--- src/rst_init_pkg.sv ---
// package of constants for the reset state initializer
// assumes one 25 MHz clock and an AXI4-Lite register port
package rst_init_pkg;
   localparam logic [12:0] PC_RESET       = 13'h0000;
   localparam logic [12:0] PC_IRQ_VECTOR  = 13'h0004;
   localparam logic [7:0]  ALL_ONES       = 8'hff;
   localparam logic [7:0]  ZERO8          = 8'h00;
   localparam logic [6:0]  ANALOG_SELECT_REG_ONES     = 7'h7f;
   localparam logic [2:0]  CMP_LOW_ONES   = 3'h7;
   // status bit positions
   localparam int ST_PD   = 3;
   localparam int ST_TO   = 4;
   // power-control bit positions
   localparam int PC_BOR  = 0;
   localparam int PC_POR  = 1;
   // register offsets (byte addresses)
   localparam logic [7:0] A_PC      = 8'h00;
   localparam logic [7:0] A_STATUS  = 8'h04;
   localparam logic [7:0] A_PWR     = 8'h08;
   localparam logic [7:0] A_OPTION  = 8'h0c;
   localparam logic [7:0] A_DIRA    = 8'h10;
   localparam logic [7:0] A_DIRB    = 8'h14;
   localparam logic [7:0] A_PR2     = 8'h18;
   localparam logic [7:0] A_ANALOG_SELECT_REG   = 8'h1c;
   localparam logic [7:0] A_CMCTL   = 8'h20;
   localparam logic [7:0] A_IRQCTL  = 8'h24;
   localparam logic [7:0] A_PIRF    = 8'h28;
   localparam logic [7:0] A_EVSTAT  = 8'h2c;
   localparam logic [7:0] A_EVMASK  = 8'h30;
   localparam logic [1:0] RESP_OK     = 2'h0;
   localparam logic [1:0] RESP_DECERR = 2'h3;
   localparam int NUM_EV = 7;
   typedef enum logic [2:0] {
      EV_NONE, EV_POR, EV_BOR, EV_PIN_RUN, EV_PIN_SLEEP, EV_WDT_RST, EV_WDT_WAKE, EV_IRQ_WAKE
   } event_t;
endpackage
--- src/rst_event_if.sv ---
// interface carrying the resolved reset event from the arbiter
// assumes both ends sit on one clock
`timescale 1ns/1ps
`default_nettype none
interface rst_event_if;
   logic                 valid;
   rst_init_pkg::event_t ev;
   modport src (output valid, output ev);
   modport dst (input valid, input ev);
endinterface
`default_nettype wire

--- src/reset_state_initializer.sv ---
// reset and wake-up state initializer with AXI4-Lite register port
// assumes synchronous sources, one clock, software over AXI4-Lite
// Overview of operation
// - power-on clears the pc, status gets timeout and powerdown set with upper bits clear, power-on flag clears.
// - pin reset while running clears pc and the three upper status bits, other status bits and power control kept.
// - pin reset asleep clears pc and upper bits, sets timeout, clears powerdown, keeps the low status bits and power control.
// - interrupt wake continues at pc plus one with timeout set and powerdown clear.
// - interrupt wake with the global enable set loads the interrupt vector instead.
// - timeout and powerdown take values chosen per exact cause.
// - unimplemented register bits read as zero.
// - any true reset loads option and both direction registers with all ones.
// - a wake sets the flag bits in irq control and peripheral flags for its cause.
// - the power-on flag clears only on power-on reset.
// - the brown-out flag clears on brown-out reset and software sets it later.
`timescale 1ns/1ps
`default_nettype none
module reset_state_initializer
(
   input  wire logic        i_mclk,
   input  wire logic        i_reset_n,
   input  wire logic        i_por_event,
   input  wire logic        i_bor_event,
   input  wire logic        i_external_reset_pin,
   input  wire logic        i_watchdog_unit_timeout,
   input  wire logic        i_irq_wake,
   input  wire logic        i_sleeping,
   input  wire logic [12:0] i_pc_current,
   input  wire logic [7:0]  i_irq_ctl_wake_bits,
   input  wire logic [7:0]  i_pir_wake_bits,
   output logic [12:0]      o_pc_load,
   output logic             o_pc_load_valid,
   output logic [7:0]       o_option_reg,
   output logic [7:0]       o_port_a_direction,
   output logic [7:0]       o_port_b_direction,
   output logic             o_irq,
   input  wire logic [7:0]  s_axi_awaddr,
   input  wire logic        s_axi_awvalid,
   output logic             s_axi_awready,
   input  wire logic [31:0] s_axi_wdata,
   input  wire logic [3:0]  s_axi_wstrb,
   input  wire logic        s_axi_wvalid,
   output logic             s_axi_wready,
   output logic [1:0]       s_axi_bresp,
   output logic             s_axi_bvalid,
   input  wire logic        s_axi_bready,
   input  wire logic [7:0]  s_axi_araddr,
   input  wire logic        s_axi_arvalid,
   output logic             s_axi_arready,
   output logic [31:0]      s_axi_rdata,
   output logic [1:0]       s_axi_rresp,
   output logic             s_axi_rvalid,
   input  wire logic        s_axi_rready
);
   rst_event_if evif ();

   rst_event_arb u_arb
   (
      .i_por      (i_por_event),
      .i_bor      (i_bor_event),
      .i_pin      (i_external_reset_pin),
      .i_wdt      (i_watchdog_unit_timeout),
      .i_irq_wake (i_irq_wake),
      .i_sleeping (i_sleeping),
      .ev_o       (evif)
   );

   logic [12:0] pc_q;
   logic [7:0]  status_q;
   logic [1:0]  pwr_q;
   logic [7:0]  option_q;
   logic [7:0]  dira_q;
   logic [7:0]  dirb_q;
   logic [7:0]  pr2_q;
   logic [6:0]  analog_select_reg_q;
   logic [7:0]  cmctl_q;
   logic [7:0]  irqctl_q;
   logic [6:0]  pirf_q;
   logic [6:0]  evstat_q;
   logic [6:0]  evmask_q;
   logic        pcv_q;

   wire rst_class   = evif.valid &
                      (evif.ev inside {rst_init_pkg::EV_POR, rst_init_pkg::EV_BOR,
                                       rst_init_pkg::EV_PIN_RUN, rst_init_pkg::EV_PIN_SLEEP,
                                       rst_init_pkg::EV_WDT_RST});
   wire wake_class  = evif.valid &
                      (evif.ev inside {rst_init_pkg::EV_WDT_WAKE, rst_init_pkg::EV_IRQ_WAKE});
   wire global_irq_enable         = irqctl_q[7];

   // axi write path: address and data may come in either order
   logic        aw_have_q;
   logic        w_have_q;
   logic [7:0]  aw_addr_q;
   logic [31:0] w_data_q;
   logic [3:0]  w_strb_q;
   assign s_axi_awready = ~aw_have_q & ~s_axi_bvalid;
   assign s_axi_wready  = ~w_have_q & ~s_axi_bvalid;
   wire   wr_fire = aw_have_q & w_have_q & ~s_axi_bvalid;
   wire   sw_wr   = wr_fire & w_strb_q[0];
   wire [7:0] wd  = w_data_q[7:0];

   function automatic logic wr_at(input logic [7:0] a, input logic [7:0] target, input logic en);
      wr_at = en & (a == target);
   endfunction

   wire we_status = wr_at(aw_addr_q, rst_init_pkg::A_STATUS, sw_wr);
   wire we_pwr    = wr_at(aw_addr_q, rst_init_pkg::A_PWR,    sw_wr);
   wire we_option = wr_at(aw_addr_q, rst_init_pkg::A_OPTION, sw_wr);
   wire we_dira   = wr_at(aw_addr_q, rst_init_pkg::A_DIRA,   sw_wr);
   wire we_dirb   = wr_at(aw_addr_q, rst_init_pkg::A_DIRB,   sw_wr);
   wire we_pr2    = wr_at(aw_addr_q, rst_init_pkg::A_PR2,    sw_wr);
   wire we_analog_select_reg  = wr_at(aw_addr_q, rst_init_pkg::A_ANALOG_SELECT_REG,  sw_wr);
   wire we_cmctl  = wr_at(aw_addr_q, rst_init_pkg::A_CMCTL,  sw_wr);
   wire we_irqctl = wr_at(aw_addr_q, rst_init_pkg::A_IRQCTL, sw_wr);
   wire we_pirf   = wr_at(aw_addr_q, rst_init_pkg::A_PIRF,   sw_wr);
   wire we_evstat = wr_at(aw_addr_q, rst_init_pkg::A_EVSTAT, sw_wr);
   wire we_evmask = wr_at(aw_addr_q, rst_init_pkg::A_EVMASK, sw_wr);
   wire wr_known  = (aw_addr_q <= rst_init_pkg::A_EVMASK) & (aw_addr_q[1:0] == 2'h0);

   always_ff @(posedge i_mclk)
   begin
      if (!i_reset_n)
      begin
         aw_have_q    <= 1'b0;
         w_have_q     <= 1'b0;
         aw_addr_q    <= 8'h00;
         w_data_q     <= 32'h0000_0000;
         w_strb_q     <= 4'h0;
         s_axi_bvalid <= 1'b0;
         s_axi_bresp  <= rst_init_pkg::RESP_OK;
      end
      else
      begin
         if (s_axi_awvalid & s_axi_awready)
         begin
            aw_have_q <= 1'b1;
            aw_addr_q <= s_axi_awaddr;
         end
         if (s_axi_wvalid & s_axi_wready)
         begin
            w_have_q <= 1'b1;
            w_data_q <= s_axi_wdata;
            w_strb_q <= s_axi_wstrb;
         end
         if (wr_fire)
         begin
            aw_have_q    <= 1'b0;
            w_have_q     <= 1'b0;
            s_axi_bvalid <= 1'b1;
            s_axi_bresp  <= wr_known ? rst_init_pkg::RESP_OK : rst_init_pkg::RESP_DECERR;
         end
         else if (s_axi_bvalid & s_axi_bready)
            s_axi_bvalid <= 1'b0;
      end
   end

   // status and power-control per cause
   logic [7:0] status_d;
   logic [1:0] pwr_d;
   logic [12:0] pc_d;
   localparam int NUM_EVW = rst_init_pkg::NUM_EV;
   logic [NUM_EVW-1:0] ev_hit;
   always_comb
   begin
      status_d = we_status ? wd : status_q;
      pwr_d    = we_pwr ? wd[1:0] : pwr_q;
      pc_d     = pc_q;
      ev_hit   = '0;
      case (evif.valid ? evif.ev : rst_init_pkg::EV_NONE)
         rst_init_pkg::EV_POR:
         begin
            pc_d     = rst_init_pkg::PC_RESET;
            status_d = {3'h0, 2'h3, status_q[2:0]};
            pwr_d    = {1'b0, pwr_q[rst_init_pkg::PC_BOR]};
            ev_hit[0] = 1'b1;
         end
         rst_init_pkg::EV_BOR:
         begin
            pc_d     = rst_init_pkg::PC_RESET;
            status_d = {3'h0, 2'h3, status_q[2:0]};
            pwr_d    = {pwr_q[rst_init_pkg::PC_POR], 1'b0};
            ev_hit[1] = 1'b1;
         end
         rst_init_pkg::EV_PIN_RUN:
         begin
            pc_d     = rst_init_pkg::PC_RESET;
            status_d = {3'h0, status_q[4:0]};
            ev_hit[2] = 1'b1;
         end
         rst_init_pkg::EV_PIN_SLEEP:
         begin
            pc_d     = rst_init_pkg::PC_RESET;
            status_d = {3'h0, 2'h2, status_q[2:0]};
            ev_hit[3] = 1'b1;
         end
         rst_init_pkg::EV_WDT_RST:
         begin
            pc_d     = rst_init_pkg::PC_RESET;
            status_d = {3'h0, 2'h1, status_q[2:0]};
            ev_hit[4] = 1'b1;
         end
         rst_init_pkg::EV_WDT_WAKE:
         begin
            pc_d     = i_pc_current + 13'h0001;
            status_d = {status_q[7:5], 2'h0, status_q[2:0]};
            ev_hit[5] = 1'b1;
         end
         rst_init_pkg::EV_IRQ_WAKE:
         begin
            // vector when the global enable is set
            pc_d     = global_irq_enable ? rst_init_pkg::PC_IRQ_VECTOR : i_pc_current + 13'h0001;
            status_d = {status_q[7:5], 2'h2, status_q[2:0]};
            ev_hit[6] = 1'b1;
         end
         default:
         begin
            ev_hit = '0;
         end
      endcase
   end

   always_ff @(posedge i_mclk)
   begin
      if (!i_reset_n)
      begin
         pc_q     <= rst_init_pkg::PC_RESET;
         status_q <= {3'h0, 2'h3, 3'h0};
         pwr_q    <= 2'h0;
         option_q <= rst_init_pkg::ALL_ONES;
         dira_q   <= rst_init_pkg::ALL_ONES;
         dirb_q   <= rst_init_pkg::ALL_ONES;
         pr2_q    <= rst_init_pkg::ALL_ONES;
         analog_select_reg_q  <= rst_init_pkg::ANALOG_SELECT_REG_ONES;
         cmctl_q  <= {5'h00, rst_init_pkg::CMP_LOW_ONES};
         irqctl_q <= rst_init_pkg::ZERO8;
         pirf_q   <= 7'h00;
         pcv_q    <= 1'b0;
      end
      else
      begin
         pc_q     <= pc_d;
         status_q <= status_d;
         pwr_q    <= pwr_d;
         pcv_q    <= evif.valid;
         if (rst_class)
         begin
            option_q <= rst_init_pkg::ALL_ONES;
            dira_q   <= rst_init_pkg::ALL_ONES;
            dirb_q   <= rst_init_pkg::ALL_ONES;
            pr2_q    <= rst_init_pkg::ALL_ONES;
            analog_select_reg_q  <= rst_init_pkg::ANALOG_SELECT_REG_ONES;
            cmctl_q  <= {5'h00, rst_init_pkg::CMP_LOW_ONES};
            irqctl_q <= rst_init_pkg::ZERO8;
            pirf_q   <= 7'h00;
         end
         else if (wake_class)
         begin
            pr2_q    <= rst_init_pkg::ALL_ONES;
            analog_select_reg_q  <= rst_init_pkg::ANALOG_SELECT_REG_ONES;
            cmctl_q  <= {cmctl_q[7:3], rst_init_pkg::CMP_LOW_ONES};
            irqctl_q <= irqctl_q | i_irq_ctl_wake_bits;
            pirf_q   <= pirf_q | i_pir_wake_bits[6:0];
         end
         else
         begin
            if (we_option) option_q <= wd;
            if (we_dira)   dira_q   <= wd;
            if (we_dirb)   dirb_q   <= wd;
            if (we_pr2)    pr2_q    <= wd;
            if (we_analog_select_reg)  analog_select_reg_q  <= wd[6:0];
            if (we_cmctl)  cmctl_q  <= wd;
            if (we_irqctl) irqctl_q <= wd;
            if (we_pirf)   pirf_q   <= wd[6:0];
         end
      end
   end

   // sticky event status, write one to clear, set wins
   always_ff @(posedge i_mclk)
   begin
      if (!i_reset_n)
      begin
         evstat_q <= 7'h00;
         evmask_q <= 7'h00;
      end
      else
      begin
         evstat_q <= (evstat_q & ~(we_evstat ? wd[6:0] : 7'h00)) | ev_hit;
         if (we_evmask)
            evmask_q <= wd[6:0];
      end
   end
   assign o_irq = |(evstat_q & evmask_q);

   // read path, narrow registers zero-extended
   logic [31:0] rd_mux;
   always_comb
   begin
      case (s_axi_araddr)
         rst_init_pkg::A_PC:     rd_mux = {19'h0, pc_q};
         rst_init_pkg::A_STATUS: rd_mux = {24'h0, status_q};
         rst_init_pkg::A_PWR:    rd_mux = {30'h0, pwr_q};
         rst_init_pkg::A_OPTION: rd_mux = {24'h0, option_q};
         rst_init_pkg::A_DIRA:   rd_mux = {24'h0, dira_q};
         rst_init_pkg::A_DIRB:   rd_mux = {24'h0, dirb_q};
         rst_init_pkg::A_PR2:    rd_mux = {24'h0, pr2_q};
         rst_init_pkg::A_ANALOG_SELECT_REG:  rd_mux = {25'h0, analog_select_reg_q};
         rst_init_pkg::A_CMCTL:  rd_mux = {24'h0, cmctl_q};
         rst_init_pkg::A_IRQCTL: rd_mux = {24'h0, irqctl_q};
         rst_init_pkg::A_PIRF:   rd_mux = {25'h0, pirf_q};
         rst_init_pkg::A_EVSTAT: rd_mux = {25'h0, evstat_q};
         rst_init_pkg::A_EVMASK: rd_mux = {25'h0, evmask_q};
         default:                rd_mux = 32'h0000_0000;
      endcase
   end
   wire rd_known = (s_axi_araddr <= rst_init_pkg::A_EVMASK) & (s_axi_araddr[1:0] == 2'h0);
   assign s_axi_arready = ~s_axi_rvalid;

   always_ff @(posedge i_mclk)
   begin
      if (!i_reset_n)
      begin
         s_axi_rvalid <= 1'b0;
         s_axi_rdata  <= 32'h0000_0000;
         s_axi_rresp  <= rst_init_pkg::RESP_OK;
      end
      else if (s_axi_arvalid & s_axi_arready)
      begin
         s_axi_rvalid <= 1'b1;
         s_axi_rdata  <= rd_mux;
         s_axi_rresp  <= rd_known ? rst_init_pkg::RESP_OK : rst_init_pkg::RESP_DECERR;
      end
      else if (s_axi_rvalid & s_axi_rready)
         s_axi_rvalid <= 1'b0;
   end

   assign o_pc_load          = pc_q;
   assign o_pc_load_valid    = pcv_q;
   assign o_option_reg       = option_q;
   assign o_port_a_direction = dira_q;
   assign o_port_b_direction = dirb_q;

   // checks
   por_status_a: assert property (@(posedge i_mclk) disable iff (!i_reset_n)
      evif.valid && evif.ev == rst_init_pkg::EV_POR |=> pc_q == 13'h0000 && status_q[7:3] == 5'h03
      && !pwr_q[1]) else $error("power-on state wrong");
   pin_run_a: assert property (@(posedge i_mclk) disable iff (!i_reset_n)
      evif.valid && evif.ev == rst_init_pkg::EV_PIN_RUN |=> status_q[7:5] == 3'h0
      && status_q[4:0] == $past(status_q[4:0]) && pwr_q == $past(pwr_q))
      else $error("pin reset while running wrong");
   pin_sleep_a: assert property (@(posedge i_mclk) disable iff (!i_reset_n)
      evif.valid && evif.ev == rst_init_pkg::EV_PIN_SLEEP |=> status_q[7:3] == 5'h02
      && pc_q == 13'h0000) else $error("pin reset asleep wrong");
   irq_wake_a: assert property (@(posedge i_mclk) disable iff (!i_reset_n)
      evif.valid && evif.ev == rst_init_pkg::EV_IRQ_WAKE && !global_irq_enable |=>
      pc_q == $past(i_pc_current) + 13'h0001 && status_q[4:3] == 2'h2)
      else $error("interrupt wake wrong");
   irq_vector_a: assert property (@(posedge i_mclk) disable iff (!i_reset_n)
      evif.valid && evif.ev == rst_init_pkg::EV_IRQ_WAKE && global_irq_enable |=> pc_q == 13'h0004)
      else $error("vector not loaded");
   wdt_flags_a: assert property (@(posedge i_mclk) disable iff (!i_reset_n)
      evif.valid && evif.ev == rst_init_pkg::EV_WDT_RST |=> status_q[4:3] == 2'h1)
      else $error("watchdog flags wrong");
   dir_ones_a: assert property (@(posedge i_mclk) disable iff (!i_reset_n)
      rst_class |=> o_port_a_direction == 8'hff && o_port_b_direction == 8'hff
      && o_option_reg == 8'hff) else $error("directions not inputs");
   wake_force_a: assert property (@(posedge i_mclk) disable iff (!i_reset_n)
      wake_class |=> pr2_q == 8'hff && cmctl_q[2:0] == 3'h7 && analog_select_reg_q == 7'h7f)
      else $error("wake forcing wrong");
   por_flag_a: assert property (@(posedge i_mclk) disable iff (!i_reset_n)
      evif.valid && evif.ev != rst_init_pkg::EV_POR && !we_pwr |=> pwr_q[1] == $past(pwr_q[1]))
      else $error("power-on flag disturbed");
   bor_flag_a: assert property (@(posedge i_mclk) disable iff (!i_reset_n)
      evif.valid && evif.ev == rst_init_pkg::EV_BOR |=> !pwr_q[0])
      else $error("brown-out flag not cleared");
   prio_a: assert property (@(posedge i_mclk) disable iff (!i_reset_n)
      i_por_event |-> evif.ev == rst_init_pkg::EV_POR) else $error("priority wrong");
endmodule
`default_nettype wire

--- src/rst_event_arb.sv ---
// priority arbiter of the reset and wake-up sources
// assumes all sources synchronous pulses or levels on i_mclk
`timescale 1ns/1ps
`default_nettype none
module rst_event_arb
(
   input  wire logic    i_por,
   input  wire logic    i_bor,
   input  wire logic    i_pin,
   input  wire logic    i_wdt,
   input  wire logic    i_irq_wake,
   input  wire logic    i_sleeping,
   rst_event_if.src     ev_o
);
   // power-on first, then brown-out, then pin, then watchdog, then interrupt wake
   assign ev_o.valid = i_por | i_bor | i_pin | i_wdt | (i_irq_wake & i_sleeping);
   assign ev_o.ev =
      i_por                      ? rst_init_pkg::EV_POR :
      i_bor                      ? rst_init_pkg::EV_BOR :
      (i_pin &  i_sleeping)      ? rst_init_pkg::EV_PIN_SLEEP :
      i_pin                      ? rst_init_pkg::EV_PIN_RUN :
      (i_wdt &  i_sleeping)      ? rst_init_pkg::EV_WDT_WAKE :
      i_wdt                      ? rst_init_pkg::EV_WDT_RST :
      (i_irq_wake & i_sleeping)  ? rst_init_pkg::EV_IRQ_WAKE :
                                   rst_init_pkg::EV_NONE;
endmodule
`default_nettype wire

--- config.mk ---
export PLATFORM = sky130hd
export DESIGN_NAME = reset_state_initializer
export DESIGN_NICKNAME = d
export VERILOG_FILES = /design/src/rst_init_pkg.sv /design/src/rst_event_if.sv /design/src/reset_state_initializer.sv /design/src/rst_event_arb.sv
export SDC_FILE = /design/constraint.sdc
export NUM_CORES = 1
export LEC_CHECK = 0
export BUFFER_PORTS_ARGS = -buffer_cell sky130_fd_sc_hd__buf_2
export CORE_ASPECT_RATIO = 1.75
export CORE_MARGIN = 2
export CORE_UTILIZATION = 55
export DETAILED_ROUTE_END_ITERATION = 8
export MAX_ROUTING_LAYER = met4
export PLACE_DENSITY_LB_ADDON = 0.12
export SETUP_SLACK_MARGIN = 0.2
export SLEW_MARGIN = 5
export SYNTH_ARGS = -nofsm -noshare
export SYNTH_HDL_FRONTEND = slang
export SYNTH_SLANG_ARGS = --single-unit
--- constraint.sdc ---
create_clock -name i_mclk -period 3.9 [get_ports i_mclk]
set_input_delay 0.78 -clock i_mclk [delete_from_list [all_inputs] [get_ports i_mclk]]
set_output_delay 0.78 -clock i_mclk [all_outputs]
set_load 0.01 [all_outputs]
After elaboration in Yosys (flattened, before gate mapping):

Index checks and enable logic that the tools add are counted.

* output and inout port bits: 80
* word-level logic and storage cells: 184
* register bits after elaboration: 157

* magnitude comparators: 2
* bitwise gates (word level): 53
* reduce and logical (&&, ||, !) cells: 29
* eq/ne operators: 38
* multiplexer cells: 33
* add/sub/neg operators: 1

Operators with widths (number)
* $pmux W13 S13: 1
* $eq A8 B6 Y1 const B: 10
* $eq A8 B5 Y1 const B: 8
* $pmux W8 S6: 1
* $pmux W13 S3: 1
* $eq A8 B4 Y1 const B: 4
* $and A1 B1 Y1: 29
* $eq A3 B3 Y1 const B: 8
* $mux W3: 8
* $mux W8: 3
* $mux W7: 3
* $eq A8 B3 Y1 const B: 2
* $le A8 B6 Y1 const B: 2
* $and A7 B7 Y7: 2
* $not A1 Y1: 14
* $or A7 B7 Y7: 2
* $reduce_and A2 Y1: 7
* $reduce_bool A2 Y1: 7
* $add A13 B1 Y13 const B: 1
* $mux W13: 1
* $eq A3 B2 Y1 const B: 4
* $mux W1: 11
* $reduce_bool A5 Y1: 2
* $logic_not A8 Y1: 1
* other kinds (15): 24

Logic depth before layout (Yosys ltp):

Gate-level depths: netlist of run 1.

* word-level depth: 13
* mapped depth: 7
* depth with buffers taken out: 6

Cells and area by module:

From an unflattened synthesis of run 1, not the netlist that was laid out.

* cells, all modules: 753
* area total of the unflattened synthesis: 6638.9 µm²

By module, submodules not included
* reset_state_initializer: area an instance 6562.5 µm², times used 1, cells each 738
* rst_event_arb: area an instance 76.3 µm², times used 1, cells each 15

Least setup slack after synthesis of run 1:

No wires, ideal clock.

* path kind: input to register
* from: in i_bor_event
* to: reg pirf_q[0]
* buffers on the path: 3
* data required time: 3.781 ns
* library setup time: 0.119 ns
* stages: 7
* setup slack: 1.663 ns
* arrival time: 2.119 ns
* path through: clkbuf_1 -> nor2_2 -> nand3b_1 -> buf_2 -> buf_1 -> o21a_1 -> o221a_2

* word-level cells in the longest chain between the ends: 6

Ends and longest elaborated chain
* start, declared: RTL line reset_state_initializer.sv:22 `input wire logic i_bor_event,`
* $mux W3 or $or A1 B1 Y1 (tied branches): RTL line rst_event_arb.sv:19, rst_event_arb.sv:16
* $mux W3 or $or A1 B1 Y1 (tied branches): RTL line rst_event_arb.sv:18, rst_event_arb.sv:16
* $eq A3 B1 Y1, or another cell as far along: RTL line reset_state_initializer.sv:83 `(evif.ev inside {rst_init_pkg::EV_POR, rst_init_pkg::EV_BOR,`
* $reduce_bool A5 Y1, or another cell as far along: RTL line reset_state_initializer.sv:83
* $and A1 B1 Y1, on equally long branches: RTL line reset_state_initializer.sv:82, reset_state_initializer.sv:86
* $reduce_or A2 Y1 (no source line), or another cell as far along
* end signal, assigned: RTL line reset_state_initializer.sv:262 `pirf_q <= pirf_q | i_pir_wake_bits[6:0];`
* end signal, assigned: RTL line reset_state_initializer.sv:273 `if (we_pirf) pirf_q <= wd[6:0];`
* end, declared: RTL line reset_state_initializer.sv:77 `logic [6:0] pirf_q;`

Several ways; a longest one is shown, not always the timed one.
A chain may end at the register's enable or synchronous reset.

Worst setup path in the final report of run 1:

* from: reg aw_addr_q[2]
* to: reg dirb_q[4] (netlist: o_port_b_direction[4])

* word-level cells in the longest chain between the ends: 3

Ends and longest elaborated chain
* start, declared: RTL line reset_state_initializer.sv:93 `logic [7:0] aw_addr_q;`
* start signal, assigned: RTL line reset_state_initializer.sv:137 `aw_addr_q <= s_axi_awaddr;`
* $eq A8 B5 Y1: RTL line reset_state_initializer.sv:103 `wr_at = en & (a == target);`
* $and A1 B1 Y1: RTL line reset_state_initializer.sv:103
* $reduce_and A2 Y1 (no source line)
* end signal, assigned: RTL line reset_state_initializer.sv:231 `dirb_q <= rst_init_pkg::ALL_ONES;`
* end signal, assigned: RTL line reset_state_initializer.sv:249 `dirb_q <= rst_init_pkg::ALL_ONES;`
* end signal, assigned: RTL line reset_state_initializer.sv:268 `if (we_dirb) dirb_q <= wd;`
* end, declared: RTL line reset_state_initializer.sv:72 `logic [7:0] dirb_q;`

Every way passes these cells.

==> impl_metrics.yaml, run 1 <==
global_route:
  grt_overflow_total: 0
  antenna_found_initial: 0
  grt_first_pass_wirelength_um: 33310
  grt_max_degree: 56
  grt_usage_pct: 35.08
  grt_pass1_vias: 6090
cells_and_area:
  stdcell_count: 1036
  num_antenna_cells: 0
  area_delta_synth_final_pct: 17.49
  finalNetCount: 953
  drive_gt1_share_pct: 23.77
  final_util_pct: 66.25
placed_design:
  place_congestion: 0.9663
  dp_cells: 1004
  hpwl_um: 16270
  portBuffers: 126
clock_tree:
  cts_buffer_depth: 2
  hold_buffers: 0
  clk_pin_slew_ns: 0.07
  cts_resized: 0
  ctsHtreeMaxLevel: 4
  cts_buffers: 17
  postCtsSetupRepairBufs: 0
  cts_tree: "built"
  clk_latency_ns: 0.42
  cts.sinks: 136
  cts_root_buf: "clkbuf_16"
setup_path:
  crit_start: "aw_addr_q[2]"
  start_kind: "flop"
  cp_top_family: "simple AND/OR/NAND/NOR gates"
  slowest_delay_ns: 0.85
  path_max_fanout: 9
  rrSetupSlack_ns: 1.34
  worstRegToRegCells: 4
  path_depth: 4
  crit_arrival_ns: 2.85
  crit_type: "flop to flop"
  crit_path_end: "o_port_b_direction[4]"
  critical_path.slowest_cell: "nor4b_1"
  r2r_start: "aw_addr_q[2]"
  crit_buf_inv: 0
  required_ns: 4.19
  crit_path_end_kind: "flop"
  path_cells: "nor4b_1, and3_1, mux2i_1, nand2_1"
  rr_endpoint: "o_port_b_direction[4]"
floorplan:
  die_y_um: 150.7
  num_io_pins: 174
  start_util_pct: 56.38
  rows: 53
  dieArea_um2: 13240
  die_w_um: 87.86
  core_region_area_um2: 12000
timing:
  hold_viol: 0
  tightest_slew_ns: 1.010
  skew_ns: 0.009088
  final-setup-viol-count: 0
  finalSetupTns_ns: 0
  rsz0062_at_grt: "false"
  slew_violations: 0
  slew_headroom_pct: 31.74
  period_minus_slack_ns: 2.563
  fmax_ghz: 0.3902
  period_share_pct: 65.71
logic_synthesis:
  synth_most_common_cell: "dfxtp_1"
  netlist_area_um2: 6768
  synth.area.top_cells: "dfxtp_1 (40%), mux2i_1 (9.8%), nand2_1 (7.0%)"
  synth_warnings: 0
  yosysTopAreaCellShare_pct: 40.23
  synth_cell_types: 71
  ys_async_sr_fraction_pct: 0
  ys_seq_area_share_pct: 40.23
  yosys.area.top_type: "dfxtp_1"
  synthCells: 755
  yosys-top-cells-count: "dfxtp_1 (136), nand2_1 (127), mux2i_1 (66)"
  synth_edf_count: 0
  synth_flop_cell: "dfxtp_1"
  ys_ff_latch: 136
  syn_area_per_cell_um2: 8.964
pwr:
  ir_drop_uv: 294.0
  power_density_nw_per_um2: 414.8
  leakage_nw: 3.287
routing:
  vias_per_cell: 5.989
  route.met3.wl_um: 1233
  drc_errors: 0
  wl_met2_um: 11610
  dr.max_layer_used: "met4"
  routedLengthMet1_um: 8016
  totalWireLength_um: 22040
  drt_first_pass_iters: 5
  wl_per_cell_um: 21.28
  drt_iter0_drc: 414
  vias: 6205
  ant_nets: 0
run_status:
  status: "finished clean"
flow_run:
  drv_cap: 0
min_path:
  worstHoldPathType: "flop to flop"
[tightest hold or removal path, cell delays in order, from the launching register on]
cell and delay (ns):
dfxtp_1 0.31, nand3_1 0.06, o21ai_1 0.06
[cells by family (layout without fill, tap and decap cells)]
group / Yosys count / in the layout / synth area share (%)
buffers and inverters: 74 / 172 / 5.639
XOR/XNOR: 11 / 11 / 1.424
other: 1 / 19 / 0.05541
multiplexers: 75 / 75 / 11.59
AO/OA/AOI/OAI: 166 / 166 / 18.75
flip-flops: 136 / 136 / 40.23
adder cells (fa/ha/maj): 1 / 1 / 0.1848
AND/OR/NAND/NOR: 291 / 291 / 22.13
[cells in the final DEF, fill, tap and decap left out, types with 4 or more instances in the layout]
cell type | synthesis | layout
nor2b_1 | 35 | 35
mux2i_1 | 66 | 66
clkbuf_16 | 0 | 17
a21o_1 | 6 | 6
and2_1 | 10 | 10
o221a_2 | 16 | 16
a22o_1 | 6 | 6
o21a_1 | 17 | 17
buf_2 | 8 | 126
xor2_1 | 8 | 8
nor3_1 | 11 | 11
dfxtp_1 | 136 | 136
inv_1 | 7 | 7
buf_4 | 21 | 7
a22oi_1 | 24 | 24
inv_6 | 0 | 5
a21boi_0 | 23 | 23
a32oi_1 | 6 | 6
nand3_1 | 28 | 28
nand2_1 | 127 | 127
nor4b_1 | 4 | 4
conb_1 | 1 | 19
nor2_1 | 31 | 31
and3_1 | 8 | 8
nand2b_1 | 4 | 4
mux2_2 | 7 | 7
a21oi_1 | 12 | 12
o21ai_0 | 25 | 25
[area by class of cell]
cell class / count / area [um^2]
Sequential cell: 136 / 2723
Clock inverter: 14 / 138.9
Timing Repair Buffer: 133 / 683.2
Multi-Input combinational cell: 563 / 3735
Inverter: 7 / 26.28
Tap cell: 165 / 206.4
Fill cell: 1036 / 4051
Clock buffer: 18 / 439.2
[where the power goes]
group	switching (mW)	total [mW]	internal, mW
Combinational	0.164	0.262	0.0980
Clock	0.666	1.58	0.909
Sequential	0.0493	1.46	1.41
[layer usage]
layer | GRT usage (%) | up-vias
met3 | 5.592 | 65
li1 | - | 2880
met2 | 60.76 | 301
met1 | 37.37 | 2959
met5 | - | -
met4 | 19.23 | 0
[metrics by stage]
step                hold slack (ns)  cell area [um^2]  power [mW]  setup slack, ns
finish                       0.4649              7951       3.298            1.337
global placement             0.4472              7373       1.739            1.209
global route                 0.4946              7951       3.397            1.269
detailed placement           0.4537              7373       1.747            1.146
CTS                          0.4613              7951       3.302            1.393
floorplan                    0.4351              6835       1.650            1.663
[how the worst min path moves through the flow]
stage	from	to	slack, ns	cells past startpoint
after floorplan	cmctl_q[1]	cmctl_q[1]	0.44	2
after global placement	s_axi_rdata[7]	s_axi_rdata[7]	0.45	2
after detailed placement	s_axi_rdata[7]	s_axi_rdata[7]	0.45	2
after CTS	s_axi_rdata[7]	s_axi_rdata[7]	0.46	2
after global routing	pr2_q[2]	pr2_q[2]	0.49	2
final	s_axi_rdata[7]	s_axi_rdata[7]	0.46	2
(Power assumes the default switching activity.)
==> run 2: changes to the inputs <==
--- a/config.mk
+++ b/config.mk
@@ -8,7 +8,7 @@
 export BUFFER_PORTS_ARGS = -buffer_cell sky130_fd_sc_hd__buf_2
 export CORE_ASPECT_RATIO = 1.75
 export CORE_MARGIN = 2
-export CORE_UTILIZATION = 55
+export CORE_UTILIZATION = 53
 export DETAILED_ROUTE_END_ITERATION = 8
 export MAX_ROUTING_LAYER = met4
 export PLACE_DENSITY_LB_ADDON = 0.12
==> constraint.sdc (replaced) <==
create_clock -name i_mclk -period 2.6 [get_ports i_mclk]
set_input_delay 0.52 -clock i_mclk [delete_from_list [all_inputs] [get_ports i_mclk]]
set_output_delay 0.52 -clock i_mclk [all_outputs]
set_load 0.01 [all_outputs]
==> run 2 against run 1 <==
  * Routed wire length up 0.86%
  * Register-to-register slack worse by 0.82 ns
  * Flip-flop and latch count unchanged
  * Hold slack worse by 0.12 ns
  * Utilization down 0.92 points
  * Total power up 52%
  * Largest power group unchanged
  * Highest routed layer unchanged
==> impl_metrics.yaml, run 2 (same netlist as run 1, synthesis figures left out) <==
setup_path:
  slowest_delay_ns: 0.45
  crit_type: "flop to flop"
  path_cells: "nand3b_1, nor4b_4, nand2b_1, mux2i_1, nand2_1"
  worstRegToRegCells: 5
  critical_path.slowest_cell: "nand2b_1"
  required_ns: 2.89
  rrSetupSlack_ns: 0.52
  crit_buf_inv: 0
  path_max_fanout: 8
  cp_top_family: "simple AND/OR/NAND/NOR gates"
  crit_path_end_kind: "flop"
  crit_arrival_ns: 2.37
  start_kind: "flop"
  path_depth: 5
timing:
  slew_headroom_pct: 49.55
  period_minus_slack_ns: 2.081
  final-setup-viol-count: 0
  hold_viol: 0
  slew_violations: 0
  period_share_pct: 80.04
  finalSetupTns_ns: 0
  tightest_slew_ns: 0.7558
  skew_ns: 0.01079
  fmax_ghz: 0.4806
  rsz0062_at_grt: "false"
placed_design:
  place_congestion: 1.052
  portBuffers: 126
  hpwl_um: 16720
floorplan:
  num_io_pins: 174
  die_y_um: 153.5
  core_region_area_um2: 12500
  start_util_pct: 54.14
  rows: 54
  die_w_um: 89.42
  dieArea_um2: 13720
global_route:
  antenna_found_initial: 0
  grt_usage_pct: 34.21
  grt_overflow_total: 0
  grt_max_degree: 40
  grt_first_pass_wirelength_um: 34070
  grt_pass1_vias: 6282
cells_and_area:
  fill_cells: 1095
  num_antenna_cells: 0
  finalNetCount: 978
  layout_common_cells: "dfxtp_1 (136), nand2_1 (127), buf_2 (126), mux2i_1 (66), nor2b_1 (35)"
  multi_input_area_um2: 3735
  layout_commonest_cell: "dfxtp_1"
  drive_gt1_share_pct: 25.78
  seq_area_um2: 2723
  area_delta_synth_final_pct: 20.65
clock_tree:
  clk_latency_ns: 0.42
  clk_pin_slew_ns: 0.07
  cts_buffers: 17
  cts_root_buf: "clkbuf_16"
  hold_buffers: 0
  cts_buffer_depth: 2
  cts.sinks: 136
  cts_resized: 0
  cts_tree: "built"
  ctsHtreeMaxLevel: 4
  postCtsSetupRepairBufs: 0
routing:
  wl_per_cell_um: 20.90
  vias_per_cell: 5.882
  totalWireLength_um: 22230
  drc_errors: 0
  drt_iter0_drc: 440
  vias: 6258
  ant_nets: 0
  drt_first_pass_iters: 5
pwr:
  leakage_nw: 3.427
  p_int_mw: 3.719
  switching_share_pct: 26.03
  power_density_nw_per_um2: 615.7
  power.total_mw: 5.027
  ir_drop_uv: 386.7
  pwr-share-comb_pct: 8.3
  power_frac_seq_pct: 43.6
  p_sw_mw: 1.309
  power.clock.fraction_pct: 48.1
run_status:
  status: "finished clean"
min_path:
  whs_path_depth: 3
  worstHoldPathType: "primary input to flop"
flow_run:
  drv_cap: 0
## run 2: changes by cell type in the layout (fill, tap and decap cells not counted)
cell,previous run,this run
buf_12,0,1
buf_4,7,31
bufinv_16,1,2
clkbuf_1,0,1
clkbuf_8,1,0
clkinv_2,1,2
clkinv_4,3,2
clkinvlp_4,3,1
inv_6,5,6
## run 2: power by group through the flow
stage | registers [mW] | clock network [mW] | logic [mW]
final | 2.19 | 2.42 | 0.415
after global routing | 2.19 | 2.54 | 0.450
after CTS | 2.19 | 2.44 | 0.410
after detailed placement | 2.24 | 0 | 0.408
after global placement | 2.23 | 0 | 0.399
after floorplan | 2.19 | 0 | 0.283
## run 2: worst reg2reg max path, stage by stage (launching register included)
cell      delay, ns
dfxtp_1        0.36
nand3b_1       0.36
nor4b_4        0.43
nand2b_1       0.45
mux2i_1        0.28
nand2_1        0.08
## run 2: layer usage
| layer | vias up | share of wire, % | wire length (um) | track usage, % |
|---|---|---|---|---|
| met5 | - | 0 | 0 | - |
| met4 | 0 | 6.6 | 1471 | 17.34 |
| met3 | 93 | 5.9 | 1311 | 5.292 |
| met2 | 275 | 52 | 11530 | 58.59 |
| met1 | 2965 | 36 | 7925 | 37.00 |
| li1 | 2925 | - | - | - |
## run 2: final cells by class
class | instances | share of cell area [%]
well taps | 168 | 2.574
clock inverters | 14 | 1.946
inverters | 7 | 0.3218
clock buffers | 18 | 5.256
flip-flops and latches | 136 | 33.34
repair buffers | 158 | 10.82
multi-input cells | 563 | 45.74
## run 2: worst paths after layout
| path | startpoint | to |
|---|---|---|
| setup / recovery | s_axi_bvalid | analog_select_reg_q[5] |
| hold / removal | s_axi_wdata[4] | w_data_q[4] |
| hold reg to reg | s_axi_rdata[7] | s_axi_rdata[7] |
| setup reg to reg | s_axi_bvalid | analog_select_reg_q[5] |
## run 2: through the flow
stage	instance area [um^2]	std cells	setup slack [ns]	hold WS, ns	utilization (%)
3_3_place_gp	7577	1032	0.3574	0.4478	60.62
4_1_cts	8165	1064	0.5389	0.3442	65.33
5_1_grt	8165	1064	0.4196	0.3459	65.33
3_5_place_dp	7577	1032	0.3566	0.4589	60.62
6_report	8165	1064	0.5191	0.3459	65.33
2_1_floorplan	6835	773	0.6225	0.4351	-
==> run 3: changes to the inputs <==
--- a/config.mk
+++ b/config.mk
@@ -5,10 +5,11 @@
 export SDC_FILE = /design/constraint.sdc
 export NUM_CORES = 1
 export LEC_CHECK = 0
+export ABC_AREA = 1
 export BUFFER_PORTS_ARGS = -buffer_cell sky130_fd_sc_hd__buf_2
 export CORE_ASPECT_RATIO = 1.75
 export CORE_MARGIN = 2
-export CORE_UTILIZATION = 53
+export CORE_UTILIZATION = 48
 export DETAILED_ROUTE_END_ITERATION = 8
 export MAX_ROUTING_LAYER = met4
 export PLACE_DENSITY_LB_ADDON = 0.12
==> constraint.sdc (replaced) <==
create_clock -name i_mclk -period 1.9 [get_ports i_mclk]
set_input_delay 0.38 -clock i_mclk [delete_from_list [all_inputs] [get_ports i_mclk]]
set_output_delay 0.38 -clock i_mclk [all_outputs]
set_load 0.01 [all_outputs]
==> run 3 against run 2 <==
  * Sequential share of layout area down 0.30 points
  * Final area up 1.0%
  * Flip-flop and latch count unchanged
  * Global-route usage down 3.3 points
  * Synthesized cell count up 26%
  * Combinational power up 52%
  * Sequential power up 37%
  * Hold slack worse by 0.14 ns
  * First-iteration DRC count up 18%
  * Critical endpoint is now o_irq
==> impl_metrics.yaml, run 3 <==
run_status:
  status: "finished clean"
timing:
  fin_ws_ns: 0.08608
  rsz0062_at_grt: "true"
  period_minus_slack_ns: 1.814
  period_share_pct: 95.47
  finalSetupTns_ns: 0
  fmax_ghz: 0.5513
  hold_viol: 0
  skew_ns: 0.01029
  holdWs_ns: 0.2105
  tightest_slew_ns: 0.5850
  final-setup-viol-count: 0
  slew_violations: 0
  slew_headroom_pct: 60.96
cells_and_area:
  layout_commonest_cell: "nand2_1"
  finalNetCount: 1208
  fill_cells: 1329
  stdcell_count: 1300
  multi_input_area_um2: 3418
  fin_area_um2: 8247
  drive_gt1_share_pct: 22.56
  layout_common_cells: "nand2_1 (288), dfxtp_1 (134), buf_2 (126), nor2_1 (83), nand3_1 (78)"
  num_antenna_cells: 0
  area_delta_synth_final_pct: 25.50
  seq_area_um2: 2725
  final_util_pct: 61.62
setup_path:
  critical_path.slowest_cell: "dfxtp_2"
  crit_arrival_ns: 1.43
  start_kind: "flop"
  crit_path_end_kind: "primary output"
  slowest_delay_ns: 0.32
  required_ns: 1.52
  crit_type: "flop to primary output"
  path_cells: "a22o_1, a221oi_2, nand4_1, buf_2"
  crit_buf_inv: 1
  path_max_fanout: 2
  cp_top_family: "compound AO/OA/AOI/OAI gates"
logic_synthesis:
  synth_cell_types: 41
  yosys.area.top_type: "dfxtp_1"
  netlist_area_um2: 6571
  synth.area.top_cells: "dfxtp_1 (41%), nand2_1 (17%), nand3_1 (6.1%)"
  ys_async_sr_fraction_pct: 0
  yosysTopAreaCellShare_pct: 41.43
  ys_ff_latch: 136
  syn_area_per_cell_um2: 6.924
  synth_most_common_cell: "nand2_1"
  synth_warnings: 0
  synth_flop_cell: "dfxtp_1"
  synthCells: 949
  synth_edf_count: 0
  yosys-top-cells-count: "nand2_1 (289), dfxtp_1 (136), nor2_1 (88)"
  ys_seq_area_share_pct: 41.43
routing:
  drt_first_pass_iters: 6
  drc_errors: 0
  vias_per_cell: 5.286
  totalWireLength_um: 21560
  ant_nets: 0
  wl_per_cell_um: 16.58
  drt_iter0_drc: 521
  vias: 6872
pwr:
  leakage_nw: 3.956
  power_density_nw_per_um2: 832.5
  power.total_mw: 6.865
  ir_drop_uv: 563.1
global_route:
  antenna_found_initial: 0
  grt_overflow_total: 0
  grt_first_pass_wirelength_um: 34010
  grt_max_degree: 38
  grt_pass1_vias: 6689
  grt_usage_pct: 30.88
floorplan:
  num_io_pins: 174
  die_w_um: 92.45
  die_y_um: 158.8
  dieArea_um2: 14680
  core_region_area_um2: 13380
  start_util_pct: 49.10
  rows: 56
placed_design:
  hpwl_um: 16650
  dp_slack_ns: -0.04440
  placed_cell_area_um2: 7579
  portBuffers: 126
  place_congestion: 0.9996
  dp_cells: 1266
clock_tree:
  cts_tree: "built"
  clk_pin_slew_ns: 0.06
  cts_buffer_depth: 2
  ctsHtreeMaxLevel: 4
  cts_buffers: 17
  clk_latency_ns: 0.43
  cts.sinks: 136
  hold_buffers: 0
  cts_root_buf: "clkbuf_16"
flow_run:
  drv_cap: 0
min_path:
  worstHoldPathType: "primary input to flop"
==> run 3: changes by cell type after synthesis, sizes merged, moves of 54 or more <==
cell,previous run,this run
nand2,127,291
inv,7,72
nor2,34,93
a21oi,12,75
mux2i,66,0
nand3,28,82
==> run 3: tightest hold or removal path: cells and delay by family <==
kind | cells | cell delay (ns)
and+or+nand+nor | 1 | 0.04
AOI/OAI and AO/OA | 1 | 0.05
buffers and inverters | 2 | 0.10
==> run 3: kinds of logic (layout without fill, tap and decap cells) <==
| kind of cell | count (synthesis) | in the layout | share of synthesized area (%) |
|---|---|---|---|
| AND/OR/NAND/NOR | 484 | 484 | 31.02 |
| AO/OA/AOI/OAI | 202 | 202 | 18.20 |
| flip-flops | 136 | 136 | 41.43 |
| buffers and inverters | 122 | 281 | 8.701 |
| XOR/XNOR | 3 | 3 | 0.3999 |
| adder cells (fa/ha/maj) | 1 | 1 | 0.1904 |
| other | 1 | 19 | 0.05707 |
==> run 3: final cells by class <==
type	instances	share of cell area (%)
clock buffers	20	5.659
flip-flops and latches	136	33.05
well taps	174	2.640
repair buffers	174	12.32
repair inverters	1	0.06069
multi-input cells	709	41.45
inverters	74	3.399
clock inverters	12	1.426
==> run 3: timing repair <==
item | CTS | global route
resized for setup | 6 | 16
buffers inserted | 1 | 0
endpoints found under the setup margin | 22 | 79
gates cloned | 0 | 1
pin swaps | 1 | 2
==> run 3: final timing paths <==
check                                    start         endpoint  slack [ns]  cells after the start
worst max-delay path               evstat_q[6]            o_irq        0.09                      4
worst min-delay path              s_axi_bready     s_axi_bvalid        0.21                      4
worst min register to register  s_axi_rdata[7]   s_axi_rdata[7]        0.46                      2
worst max register to register    aw_addr_q[6]  o_option_reg[4]        0.34                      7
==> run 3: layer usage <==
| layer | GRT usage [%] | share of wire, % |
|---|---|---|
| met1 | 32.27 | 37 |
| met2 | 53.42 | 51 |
| met3 | 4.364 | 4.7 |
| met4 | 19.61 | 6.6 |
| met5 | - | 0 |
==> run 3: power by group <==
group	switching [mW]	internal (mW)	total, mW
Combinational	0.427	0.205	0.632
Sequential	0.0746	2.92	3.00
Clock	1.32	1.92	3.24
